**src/hw/fius_pkg.sv**
```systemverilog
// constants and types shared by the fifo and interrupt status unit
package fius_pkg;

    // =========================================================
    // fifo geometry and water levels
    localparam int FIFO_DEPTH = 96;
    localparam int PTR_W = 7;
    localparam logic [6:0] FIFO_FULL = 7'h60;
    localparam logic [6:0] LOW_MARK = 7'h04;
    localparam logic [6:0] TX_WL_0 = 7'h20;
    localparam logic [6:0] TX_WL_1 = 7'h10;
    localparam logic [6:0] RX_WL_0 = 7'h40;
    localparam logic [6:0] RX_WL_1 = 7'h50;

    // =========================================================
    // register addresses
    localparam logic [5:0] ADDR_IO_CFG1 = 6'h07;
    localparam logic [5:0] ADDR_MASK_MAIN = 6'h12;
    localparam logic [5:0] ADDR_MASK_TIM = 6'h13;
    localparam logic [5:0] ADDR_MASK_ERR = 6'h14;
    localparam logic [5:0] ADDR_IRQ_MAIN = 6'h17;
    localparam logic [5:0] ADDR_IRQ_TIM = 6'h18;
    localparam logic [5:0] ADDR_IRQ_ERR = 6'h19;
    localparam logic [5:0] ADDR_FIFO_ST1 = 6'h1a;
    localparam logic [5:0] ADDR_FIFO_ST2 = 6'h1b;

    // =========================================================
    // command byte coding
    localparam logic [1:0] SPI_REG_WR = 2'b00;
    localparam logic [1:0] SPI_REG_RD = 2'b01;
    localparam logic [1:0] SPI_FIFO = 2'b10;
    localparam logic [5:0] FIFO_LOAD_LOW = 6'h00;
    localparam logic [5:0] FIFO_READ_LOW = 6'h3f;

    // =========================================================
    // field positions and reset values
    localparam int MAIN_WATER_BIT = 6;
    localparam int MAIN_TIM_PTR = 1;
    localparam int MAIN_ERR_PTR = 0;
    localparam logic [7:0] PTR_MASK = 8'h03;
    localparam logic [7:0] WATER_MASK = 8'h40;
    localparam int CFG_CLK_LSB = 6;
    localparam int CFG_LF_OFF = 5;
    localparam int CFG_RX_WL = 1;
    localparam int CFG_TX_WL = 0;
    localparam logic [7:0] IO_CFG_RST = 8'h40;
    localparam int ST2_INCOMPLETE = 6;
    localparam int ST2_UNF = 5;
    localparam int ST2_OVF = 4;
    localparam int ST2_BITS_LSB = 1;
    localparam int ST2_PAR = 0;

    // =========================================================
    // host clock selection
    localparam int CLK_SEL_W = 2;
    localparam logic [1:0] CLK_SEL_OFF = 2'b00;
    localparam logic [1:0] CLK_SEL_DIV4 = 2'b01;
    localparam logic [1:0] CLK_SEL_DIV2 = 2'b10;
    localparam logic [1:0] CLK_SEL_DIV1 = 2'b11;

    typedef enum logic [2:0] {
        FIUS_CMD, FIUS_WR, FIUS_RD, FIUS_FLOAD, FIUS_FREAD, FIUS_SKIP
    } fius_mode_t;

endpackage

```
**src/hw/fius_top.sv**
```systemverilog
// fifo, interrupt flags and host clock output of the reader
`timescale 1ns/100ps
`default_nettype none
module fius_top #(
    parameter int TX_CNT_W = 13
) (
    input wire logic clk_i,
    input wire logic rst_n_i,
    input wire logic en_i,
    input wire logic ss_n_i,
    input wire logic spi_byte_valid_i,
    input wire logic [7:0] spi_byte_i,
    input wire logic spi_rd_req_i,
    input wire logic spi_rd_done_i,
    output logic [7:0] spi_rd_data_o,
    input wire logic tx_active_i,
    input wire logic tx_start_i,
    input wire logic [TX_CNT_W-1:0] tx_total_i,
    input wire logic fr_tx_req_i,
    output logic [7:0] fr_tx_data_o,
    input wire logic rx_active_i,
    input wire logic rx_start_i,
    input wire logic fr_rx_valid_i,
    input wire logic [7:0] fr_rx_data_i,
    input wire logic rx_end_i,
    input wire logic rx_incomplete_i,
    input wire logic [2:0] rx_valid_bits_i,
    input wire logic rx_parity_i,
    input wire logic [7:0] main_evt_i,
    input wire logic [7:0] timer_evt_i,
    input wire logic [7:0] err_evt_i,
    input wire logic osc_run_i,
    input wire logic xtal_ref_i,
    input wire logic lf_clk_i,
    output logic irq_o,
    output logic mcu_clk_o
);
    import fius_pkg::*;

    typedef struct packed {
        fius_mode_t mode;
        logic [5:0] addr;
        logic [PTR_W-1:0] wr_ptr;
        logic [PTR_W-1:0] rd_ptr;
        logic [6:0] cnt;
        logic [TX_CNT_W-1:0] loaded;
        logic [7:0] irq_main;
        logic [7:0] irq_tim;
        logic [7:0] irq_err;
        logic [7:0] msk_main;
        logic [7:0] msk_tim;
        logic [7:0] msk_err;
        logic [7:0] io_cfg;
        logic lb_incomplete;
        logic [2:0] last_byte_valid_bits;
        logic last_byte_parity_flag;
        logic ovf;
        logic unf;
        logic [7:0] rd_data;
        logic [7:0] tx_data;
        logic irq;
    } fius_state_t;

    fius_state_t q, d;
    logic [7:0] mem_q [FIFO_DEPTH];
    logic mem_we;
    logic [PTR_W-1:0] mem_waddr;
    logic [7:0] mem_wdata;
    logic wr_req, push, pop, water_evt, fifo_busy, all_loaded;
    logic host_wr, host_rd, host_done;
    logic [6:0] wl;
    logic [7:0] head;

    // =========================================================
    // helpers
    function automatic logic [PTR_W-1:0] next_ptr(
        input logic [PTR_W-1:0] p);
        next_ptr = (p == PTR_W'(FIFO_DEPTH - 1)) ? '0 : p + 7'h01;
    endfunction

    function automatic logic pend(input fius_state_t s);
        pend = (|(s.irq_main & ~s.msk_main & ~PTR_MASK)) |
               (|(s.irq_tim & ~s.msk_tim)) | (|(s.irq_err & ~s.msk_err));
    endfunction

    function automatic logic [7:0] status2(input fius_state_t s);
        status2 = 8'h00;
        status2[ST2_INCOMPLETE] = s.lb_incomplete;
        status2[ST2_UNF] = s.unf;
        status2[ST2_OVF] = s.ovf;
        status2[ST2_BITS_LSB +: 3] = s.last_byte_valid_bits;
        status2[ST2_PAR] = s.last_byte_parity_flag;
    endfunction

    assign head = mem_q[q.rd_ptr];
    assign fifo_busy = (q.mode == FIUS_FLOAD) || (q.mode == FIUS_FREAD);
    assign host_wr = !ss_n_i && spi_byte_valid_i;
    assign host_rd = !ss_n_i && spi_rd_req_i;
    assign host_done = !ss_n_i && spi_rd_done_i;
    assign all_loaded = q.loaded >= tx_total_i;

    // =========================================================
    // next state
    always_comb begin
        d = q;
        mem_we = 1'b0;
        mem_waddr = q.wr_ptr;
        mem_wdata = 8'h00;
        wr_req = 1'b0;
        push = 1'b0;
        pop = 1'b0;
        water_evt = 1'b0;
        if (tx_active_i) begin
            wl = q.io_cfg[CFG_TX_WL] ? TX_WL_1 : TX_WL_0;
        end else begin
            wl = q.io_cfg[CFG_RX_WL] ? RX_WL_1 : RX_WL_0;
        end
        // command decode, select high ends every access
        if (ss_n_i) begin
            d.mode = FIUS_CMD;
        end else if (host_wr) begin
            case (q.mode)
                FIUS_CMD: begin
                    d.addr = spi_byte_i[5:0];
                    case (spi_byte_i[7:6])
                        SPI_REG_WR: d.mode = FIUS_WR;
                        SPI_REG_RD: d.mode = FIUS_RD;
                        SPI_FIFO: begin
                            if (spi_byte_i[5:0] == FIFO_LOAD_LOW) begin
                                d.mode = FIUS_FLOAD;
                            end else if (spi_byte_i[5:0] == FIFO_READ_LOW) begin
                                d.mode = FIUS_FREAD;
                            end else begin
                                d.mode = FIUS_SKIP;
                            end
                        end
                        default: d.mode = FIUS_CMD;
                    endcase
                end
                FIUS_WR: begin
                    case (q.addr)
                        ADDR_IO_CFG1: d.io_cfg = spi_byte_i;
                        ADDR_MASK_MAIN: d.msk_main = spi_byte_i;
                        ADDR_MASK_TIM: d.msk_tim = spi_byte_i;
                        ADDR_MASK_ERR: d.msk_err = spi_byte_i;
                        default: ;
                    endcase
                    d.addr = q.addr + 6'h01;
                end
                default: ;
            endcase
        end
        // register read with clear on read
        if (host_rd && q.mode == FIUS_RD) begin
            d.addr = q.addr + 6'h01;
            case (q.addr)
                ADDR_IO_CFG1: d.rd_data = q.io_cfg;
                ADDR_MASK_MAIN: d.rd_data = q.msk_main;
                ADDR_MASK_TIM: d.rd_data = q.msk_tim;
                ADDR_MASK_ERR: d.rd_data = q.msk_err;
                ADDR_IRQ_MAIN: begin
                    d.rd_data = q.irq_main;
                    d.irq_main = q.irq_main & PTR_MASK;
                end
                ADDR_IRQ_TIM: begin
                    d.rd_data = q.irq_tim;
                    d.irq_tim = 8'h00;
                    d.irq_main[MAIN_TIM_PTR] = 1'b0;
                end
                ADDR_IRQ_ERR: begin
                    d.rd_data = q.irq_err;
                    d.irq_err = 8'h00;
                    d.irq_main[MAIN_ERR_PTR] = 1'b0;
                end
                ADDR_FIFO_ST1: d.rd_data = {1'b0, q.cnt};
                ADDR_FIFO_ST2: begin
                    d.rd_data = status2(q);
                    d.lb_incomplete = 1'b0;
                    d.last_byte_valid_bits = 3'h0;
                    d.last_byte_parity_flag = 1'b0;
                    d.ovf = 1'b0;
                    d.unf = 1'b0;
                end
                default: d.rd_data = 8'h00;
            endcase
        end
        // fifo read side
        if (host_rd && q.mode == FIUS_FREAD) begin
            d.rd_data = (q.cnt != 7'h00) ? head : 8'h00;
            if (q.cnt == 7'h00) begin
                d.unf = 1'b1;
            end
        end
        if (fr_tx_req_i) begin
            if (q.cnt != 7'h00) begin
                d.tx_data = head;
                pop = 1'b1;
            end else begin
                d.unf = 1'b1;
            end
        end else if (host_done && q.mode == FIUS_FREAD) begin
            pop = q.cnt != 7'h00;
        end
        // fifo write side
        if (host_wr && q.mode == FIUS_FLOAD) begin
            wr_req = 1'b1;
            mem_wdata = spi_byte_i;
            if (q.loaded != '1) begin
                d.loaded = q.loaded + TX_CNT_W'(1);
            end
        end else if (fr_rx_valid_i) begin
            wr_req = 1'b1;
            mem_wdata = fr_rx_data_i;
        end
        if (wr_req) begin
            if (q.cnt == FIFO_FULL && !pop) begin
                d.ovf = 1'b1;
            end else begin
                push = 1'b1;
                mem_we = 1'b1;
                d.wr_ptr = next_ptr(q.wr_ptr);
            end
        end
        if (pop) begin
            d.rd_ptr = next_ptr(q.rd_ptr);
        end
        d.cnt = q.cnt + {6'h00, push} - {6'h00, pop};
        if (tx_start_i) begin
            d.loaded = '0;
        end
        // water level events
        if (!fifo_busy) begin
            if (tx_active_i && !all_loaded) begin
                if (q.cnt == wl + 7'h01 && d.cnt == wl) begin
                    water_evt = 1'b1;
                end
                if (q.loaded < TX_CNT_W'(wl) && q.cnt == LOW_MARK &&
                    d.cnt == LOW_MARK - 7'h01) begin
                    water_evt = 1'b1;
                end
            end
            if (rx_active_i && q.cnt == wl - 7'h01 && d.cnt == wl) begin
                water_evt = 1'b1;
            end
        end
        if (rx_end_i) begin
            d.lb_incomplete = rx_incomplete_i;
            d.last_byte_valid_bits = rx_valid_bits_i;
            d.last_byte_parity_flag = rx_parity_i;
        end
        // flag sets win over read clears
        d.irq_main = d.irq_main | (main_evt_i & ~PTR_MASK & ~WATER_MASK);
        d.irq_main[MAIN_WATER_BIT] = d.irq_main[MAIN_WATER_BIT] | water_evt;
        d.irq_tim = d.irq_tim | timer_evt_i;
        d.irq_err = d.irq_err | err_evt_i;
        d.irq_main[MAIN_TIM_PTR] = d.irq_main[MAIN_TIM_PTR] | (|timer_evt_i);
        d.irq_main[MAIN_ERR_PTR] = d.irq_main[MAIN_ERR_PTR] | (|err_evt_i);
        if (rx_start_i) begin
            d.wr_ptr = '0;
            d.rd_ptr = '0;
            d.cnt = 7'h00;
            d.lb_incomplete = 1'b0;
            d.last_byte_valid_bits = 3'h0;
            d.last_byte_parity_flag = 1'b0;
            d.ovf = 1'b0;
            d.unf = 1'b0;
        end
        d.irq = pend(d);
    end

    // =========================================================
    // registers and storage
    always_ff @(posedge clk_i) begin
        if (!rst_n_i) begin
            q <= '0;
            q.io_cfg <= IO_CFG_RST;
        end else if (en_i) begin
            q <= d;
        end
    end

    always_ff @(posedge clk_i) begin
        if (en_i && mem_we) begin
            mem_q[mem_waddr] <= mem_wdata;
        end
    end

    fius_clk_out u_clk_out (
        .clk_i(clk_i),
        .rst_n_i(rst_n_i),
        .en_i(en_i),
        .osc_run_i(osc_run_i),
        .xtal_ref_i(xtal_ref_i),
        .lf_clk_i(lf_clk_i),
        .sel_i(q.io_cfg[CFG_CLK_LSB +: 2]),
        .lf_off_i(q.io_cfg[CFG_LF_OFF]),
        .mcu_clk_o(mcu_clk_o)
    );

    assign spi_rd_data_o = q.rd_data;
    assign fr_tx_data_o = q.tx_data;
    assign irq_o = q.irq;
endmodule
`default_nettype wire

```
**src/hw/fius_clk_out.sv**
```systemverilog
// host clock output selector and divider
`timescale 1ns/100ps
`default_nettype none
module fius_clk_out (
    input wire logic clk_i,
    input wire logic rst_n_i,
    input wire logic en_i,
    input wire logic osc_run_i,
    input wire logic xtal_ref_i,
    input wire logic lf_clk_i,
    input wire logic [fius_pkg::CLK_SEL_W-1:0] sel_i,
    input wire logic lf_off_i,
    output logic mcu_clk_o
);
    import fius_pkg::*;

    typedef struct packed {
        logic ref_q;
        logic [1:0] div_q;
        logic out_q;
    } fius_clk_state_t;

    fius_clk_state_t q, d;

    // =========================================================
    // divider and selection
    always_comb begin
        d = q;
        d.ref_q = xtal_ref_i;
        if (xtal_ref_i && !q.ref_q) begin
            d.div_q = q.div_q + 2'b01;
        end
        if (osc_run_i) begin
            case (sel_i)
                CLK_SEL_DIV1: d.out_q = xtal_ref_i;
                CLK_SEL_DIV2: d.out_q = q.div_q[0];
                CLK_SEL_DIV4: d.out_q = q.div_q[1];
                default: d.out_q = 1'b0;
            endcase
        end else begin
            d.out_q = lf_off_i ? 1'b0 : lf_clk_i;
        end
    end

    always_ff @(posedge clk_i) begin
        if (!rst_n_i) begin
            q <= '0;
        end else if (en_i) begin
            q <= d;
        end
    end

    assign mcu_clk_o = q.out_q;
endmodule
`default_nettype wire

```
**config.mk**
```make
export PLATFORM = sky130hd
export DESIGN_NAME = fius_top
export DESIGN_NICKNAME = d
export VERILOG_FILES = /design/src/hw/fius_pkg.sv /design/src/hw/fius_top.sv /design/src/hw/fius_clk_out.sv
export SDC_FILE = /design/constraint.sdc
export NUM_CORES = 1
export LEC_CHECK = 0
export ABC_CLOCK_PERIOD_IN_PS = 14900
export BUFFER_PORTS_ARGS = -buffer_cell sky130_fd_sc_hd__buf_2
export CORE_ASPECT_RATIO = 0.5
export CORE_MARGIN = 2
export CORE_UTILIZATION = 55
export DETAILED_ROUTE_END_ITERATION = 16
export PLACE_DENSITY = 0.72
export SYNTH_ARGS = -nofsm -noshare
export SYNTH_HDL_FRONTEND = slang
export SYNTH_SLANG_ARGS = --single-unit
export TNS_END_PERCENT = 100
```
**constraint.sdc**
```tcl
create_clock -name clk_i -period 14.9 [get_ports clk_i]
set_input_delay 1.49 -clock clk_i [delete_from_list [all_inputs] [get_ports clk_i]]
set_output_delay 1.49 -clock clk_i [all_outputs]
set_load 0.05 [all_outputs]
```
==> impl_metrics.ini <==
[die]
horizontal_extent_of_the_die_um = 372
die_area_sq_mm = 0.0701
die_h_um = 188
ios = 93
core_area_sq_mm = 0.0671
placementRows = 67
initial_utilization_pct = 55.6

[power]
worst_ir_drop_vdd_mv = 0.0816
total_leakage_power_nw = 12.7
totalPowerFinal_mw = 5.07
power-per-cell-area_mw_per_mm2 = 124

[sta]
fin_crit_sh_pct = 34.1
hold_viol_final = 0
finalSetupViolations = 0
fin_skew_ns = 0.0214
worst_pin_slew_ns = 1.25
max_freq_ghz = 0.197
max-slew-margin-rel_pct = 16.7
report.final.slew_viol_count = 0
min_period_ns = 5.07
setup_repair_after_global_routing_missed_its_margin = false
timing.setup.tns_ns = 0

[worst_hold_path]
hold_path_end = q[22]$_SDFFE_PN0P_
timing.hold.worst.start = q[22]$_SDFFE_PN0P_
holdPathStages = 2
hp-class = flip-flop to flip-flop

[setup_path]
worstSetupPathType = flip-flop to flip-flop
worst_r2r_endpoint = spi_rd_data_o[0]$_SDFFE_PN0P_
critical_path.max_fanout = 99
crit_path_top_delay_cell = sky130_fd_sc_hd__buf_4
critical_path.max_stage_delay_ns = 0.88
cp_top_family = buffers and inverters
critical_path_required_ns = 15.40
setup.reg_to_reg.worst_slack_ns = 9.83
worst_ep_arrival_time_ns = 5.58
critPathBufInv = 3
cp_cell_sequence = buf_4 > buf_12 > buf_4 > mux4_2 > mux2_2 > o22ai_1 > a21oi_1 > nand3_1 > nand3_1 > nand2_1 > a31oi_1
critPathLaunchType = flip-flop
crit_path_end_kind = flip-flop
cell_depth_of_the_worst_flop_to_flop_path = 11

[clocking]
cts_htree_levels = 3
cts_hold_buf = 0
cts_buffers = 78
postCtsSetupBuffers = 0
worst_skew_pair.late_latency_ns = 0.64
clockRootBuffer = sky130_fd_sc_hd__clkbuf_16
cts.repair.resized = 0
tritoncts_num_sinks = 902
cts_tree = yes
clk_transition_reported_paths_ns = 0.07
clk_path_buf_depth = 3

[routing]
drt_drc_violations_left = 0
routed-via-count = 20487
routed_len_inst_um = 25.8
drt_iter0_markers = 2529
detail_route.vias_per_cell = 6.31
overall_routed_net_length_um = 83900
dr.pass1.iters = 8
postRouteAntennaNets = 0

[logic_synthesis]
synth_enable_flop_cells = 768
synth_seq_area_share_pct = 69.0
synth_area_per_cell_sq_um = 16.6
synthXorXnorAreaFrac_pct = 0.587
yosys.area_share.adder_pct = 1.16
synthDistinctLibCells = 61
synth_simple_gate_area_share_pct = 6.15
synth.mux.area_fraction_pct = 16.1
ys_seq_elements = 902
post_synth_instance_area_sq_mm = 0.0373
main_combinational_cell_family_by_area_after_synthesis = multiplexers
synth-async-reset-ratio_pct = 0
synth-warning-count = 0
synth_fp_nets = 2358
top_ff_cell_synth = sky130_fd_sc_hd__edfxtp_1
synth_compound_area_share_pct = 4.84
postSynthCellCount = 2249

[layout]
fin_util_pct = 61.0
layout-area-overhead-vs-synth_pct = 9.66
fin_nets = 2400
design_area_sq_mm = 0.0409
post_route_cells_drive_above_1_share_pct = 21.1
count_of_inserted_antenna_diode_cells = 0
final_cell_count_no_fill = 3248

[placed_design]
numPortBuffers = 89
post-dp-hpwl_um = 50600
dpl_cell_area_sq_mm = 0.0385
gpl.final_weighted_congestion = 0.902
dp_cells = 3108

[grt]
grt_first_pass_wirelength_um = 126000
grtUsageTotal_pct = 24.3
grt_overflow_total = 0
grt_max_degree = 148
first_global_vias = 19935
antenna_found_initial = 1

[flow_run]
cap_viol_max_count = 0

[run_status]
status = completed
==> report_power, final <==
| group | internal, mW | switching [mW] | total (mW) |
|---|---|---|---|
| Sequential | 2.75 | 0.0167 | 2.76 |
| Combinational | 0.124 | 0.180 | 0.304 |
| Clock | 1.09 | 0.913 | 2.00 |
==> cell type report <==
class,instances,area [sq um]
inverter,32,120
timing repair buffer,107,606
clock buffer,100,2090
sequential,902,25800
multi-input combinational,1170,10800
clock inverter,40,379
tap,897,1120
fill,4730,26100
==> per-stage QoR <==
stage               setup slack (ns)  hold slack [ns]
finish                          9.83            0.473
global route                    9.44            0.478
CTS                             9.74            0.471
detailed placement              9.60            0.457
global placement                9.58            0.450
floorplan                       8.18            0.432
==> flip-flops by register name (all words and copies together), names as in the netlist, named ones only <==
signal               cells
mem_q                  768
q                       97
fr_tx_data_o             8
spi_rd_data_o            8
mem_waddr                7
u_clk_out.q              3
irq_o                    1
u_clk_out.mcu_clk_o      1
==> worst max-delay path by stage <==
stage	startpoint	end	cells past startpoint
final	flip-flop	spi_rd_data_o[0]$_SDFFE_PN0P_	11
after detailed placement	ss_n_i	irq_o$_SDFFE_PN0P_	17
after global placement	ss_n_i	irq_o$_SDFFE_PN0P_	17
after floorplan	ss_n_i	mem_q[0][5]$_DFFE_PP_	4
after global routing	flip-flop	spi_rd_data_o[1]$_SDFFE_PN0P_	11
after CTS	flip-flop	spi_rd_data_o[0]$_SDFFE_PN0P_	11
==> cell usage in the layout (no fill, tap or decap), types with 33 or more instances in the layout <==
cell	count
sky130_fd_sc_hd__edfxtp_1	768
sky130_fd_sc_hd__nor2_1	235
sky130_fd_sc_hd__mux4_2	208
sky130_fd_sc_hd__dfxtp_1	131
sky130_fd_sc_hd__nand2_1	92
sky130_fd_sc_hd__buf_2	89
sky130_fd_sc_hd__a21oi_1	81
sky130_fd_sc_hd__clkbuf_16	79
sky130_fd_sc_hd__mux2i_1	72
sky130_fd_sc_hd__mux2_2	53
sky130_fd_sc_hd__a22oi_1	51
sky130_fd_sc_hd__nand3_1	45
sky130_fd_sc_hd__o21ai_0	45
sky130_fd_sc_hd__ha_1	33
==> per-layer routing <==
| metal | up-vias | global-route usage [%] | share of wire, % |
|---|---|---|---|
| met4 | 2 | 6.49 | 2.5 |
| met5 | - | 0 | 0.013 |
| met2 | 938 | 37.5 | 47 |
| met1 | 10435 | 35.4 | 42 |
| li1 | 8956 | - | - |
| met3 | 156 | 5.28 | 8.9 |
==> tightest hold or removal path, cell delays in order (launching register included) <==
cell and delay (ns):
sky130_fd_sc_hd__dfxtp_1 0.32, sky130_fd_sc_hd__nand2_1 0.05, sky130_fd_sc_hd__a21oi_1 0.05
==> cells by family (layout without fill, tap and decap cells) <==
kind of cell,after synthesis,in the layout
flip-flops,902,902
AND/OR/NAND/NOR,495,495
multiplexers,333,333
AO/OA/AOI/OAI,283,283
buffers and inverters,177,279
adder cells (fa/ha/maj),34,34
XOR/XNOR,25,25
==> Yosys cell counts (31+ instances only) <==
| cell type | n | share of area [%] |
|---|---|---|
| sky130_fd_sc_hd__a21oi_1 | 81 | 1.1 |
| sky130_fd_sc_hd__mux4_2 | 208 | 13 |
| sky130_fd_sc_hd__nand2_1 | 92 | 0.93 |
| sky130_fd_sc_hd__edfxtp_1 | 768 | 62 |
| sky130_fd_sc_hd__a22oi_1 | 51 | 1.0 |
| sky130_fd_sc_hd__ha_1 | 33 | 1.1 |
| sky130_fd_sc_hd__nand3_1 | 45 | 0.60 |
| sky130_fd_sc_hd__nor2_1 | 236 | 2.4 |
| sky130_fd_sc_hd__clkbuf_1 | 79 | 0.79 |
| sky130_fd_sc_hd__dfxtp_1 | 134 | 7.2 |
| sky130_fd_sc_hd__mux2_2 | 53 | 1.6 |
| sky130_fd_sc_hd__mux2i_1 | 72 | 1.9 |
| sky130_fd_sc_hd__o21ai_0 | 53 | 0.71 |
| sky130_fd_sc_hd__inv_1 | 31 | 0.31 |
Note: power is estimated with default switching activity, not from simulation.
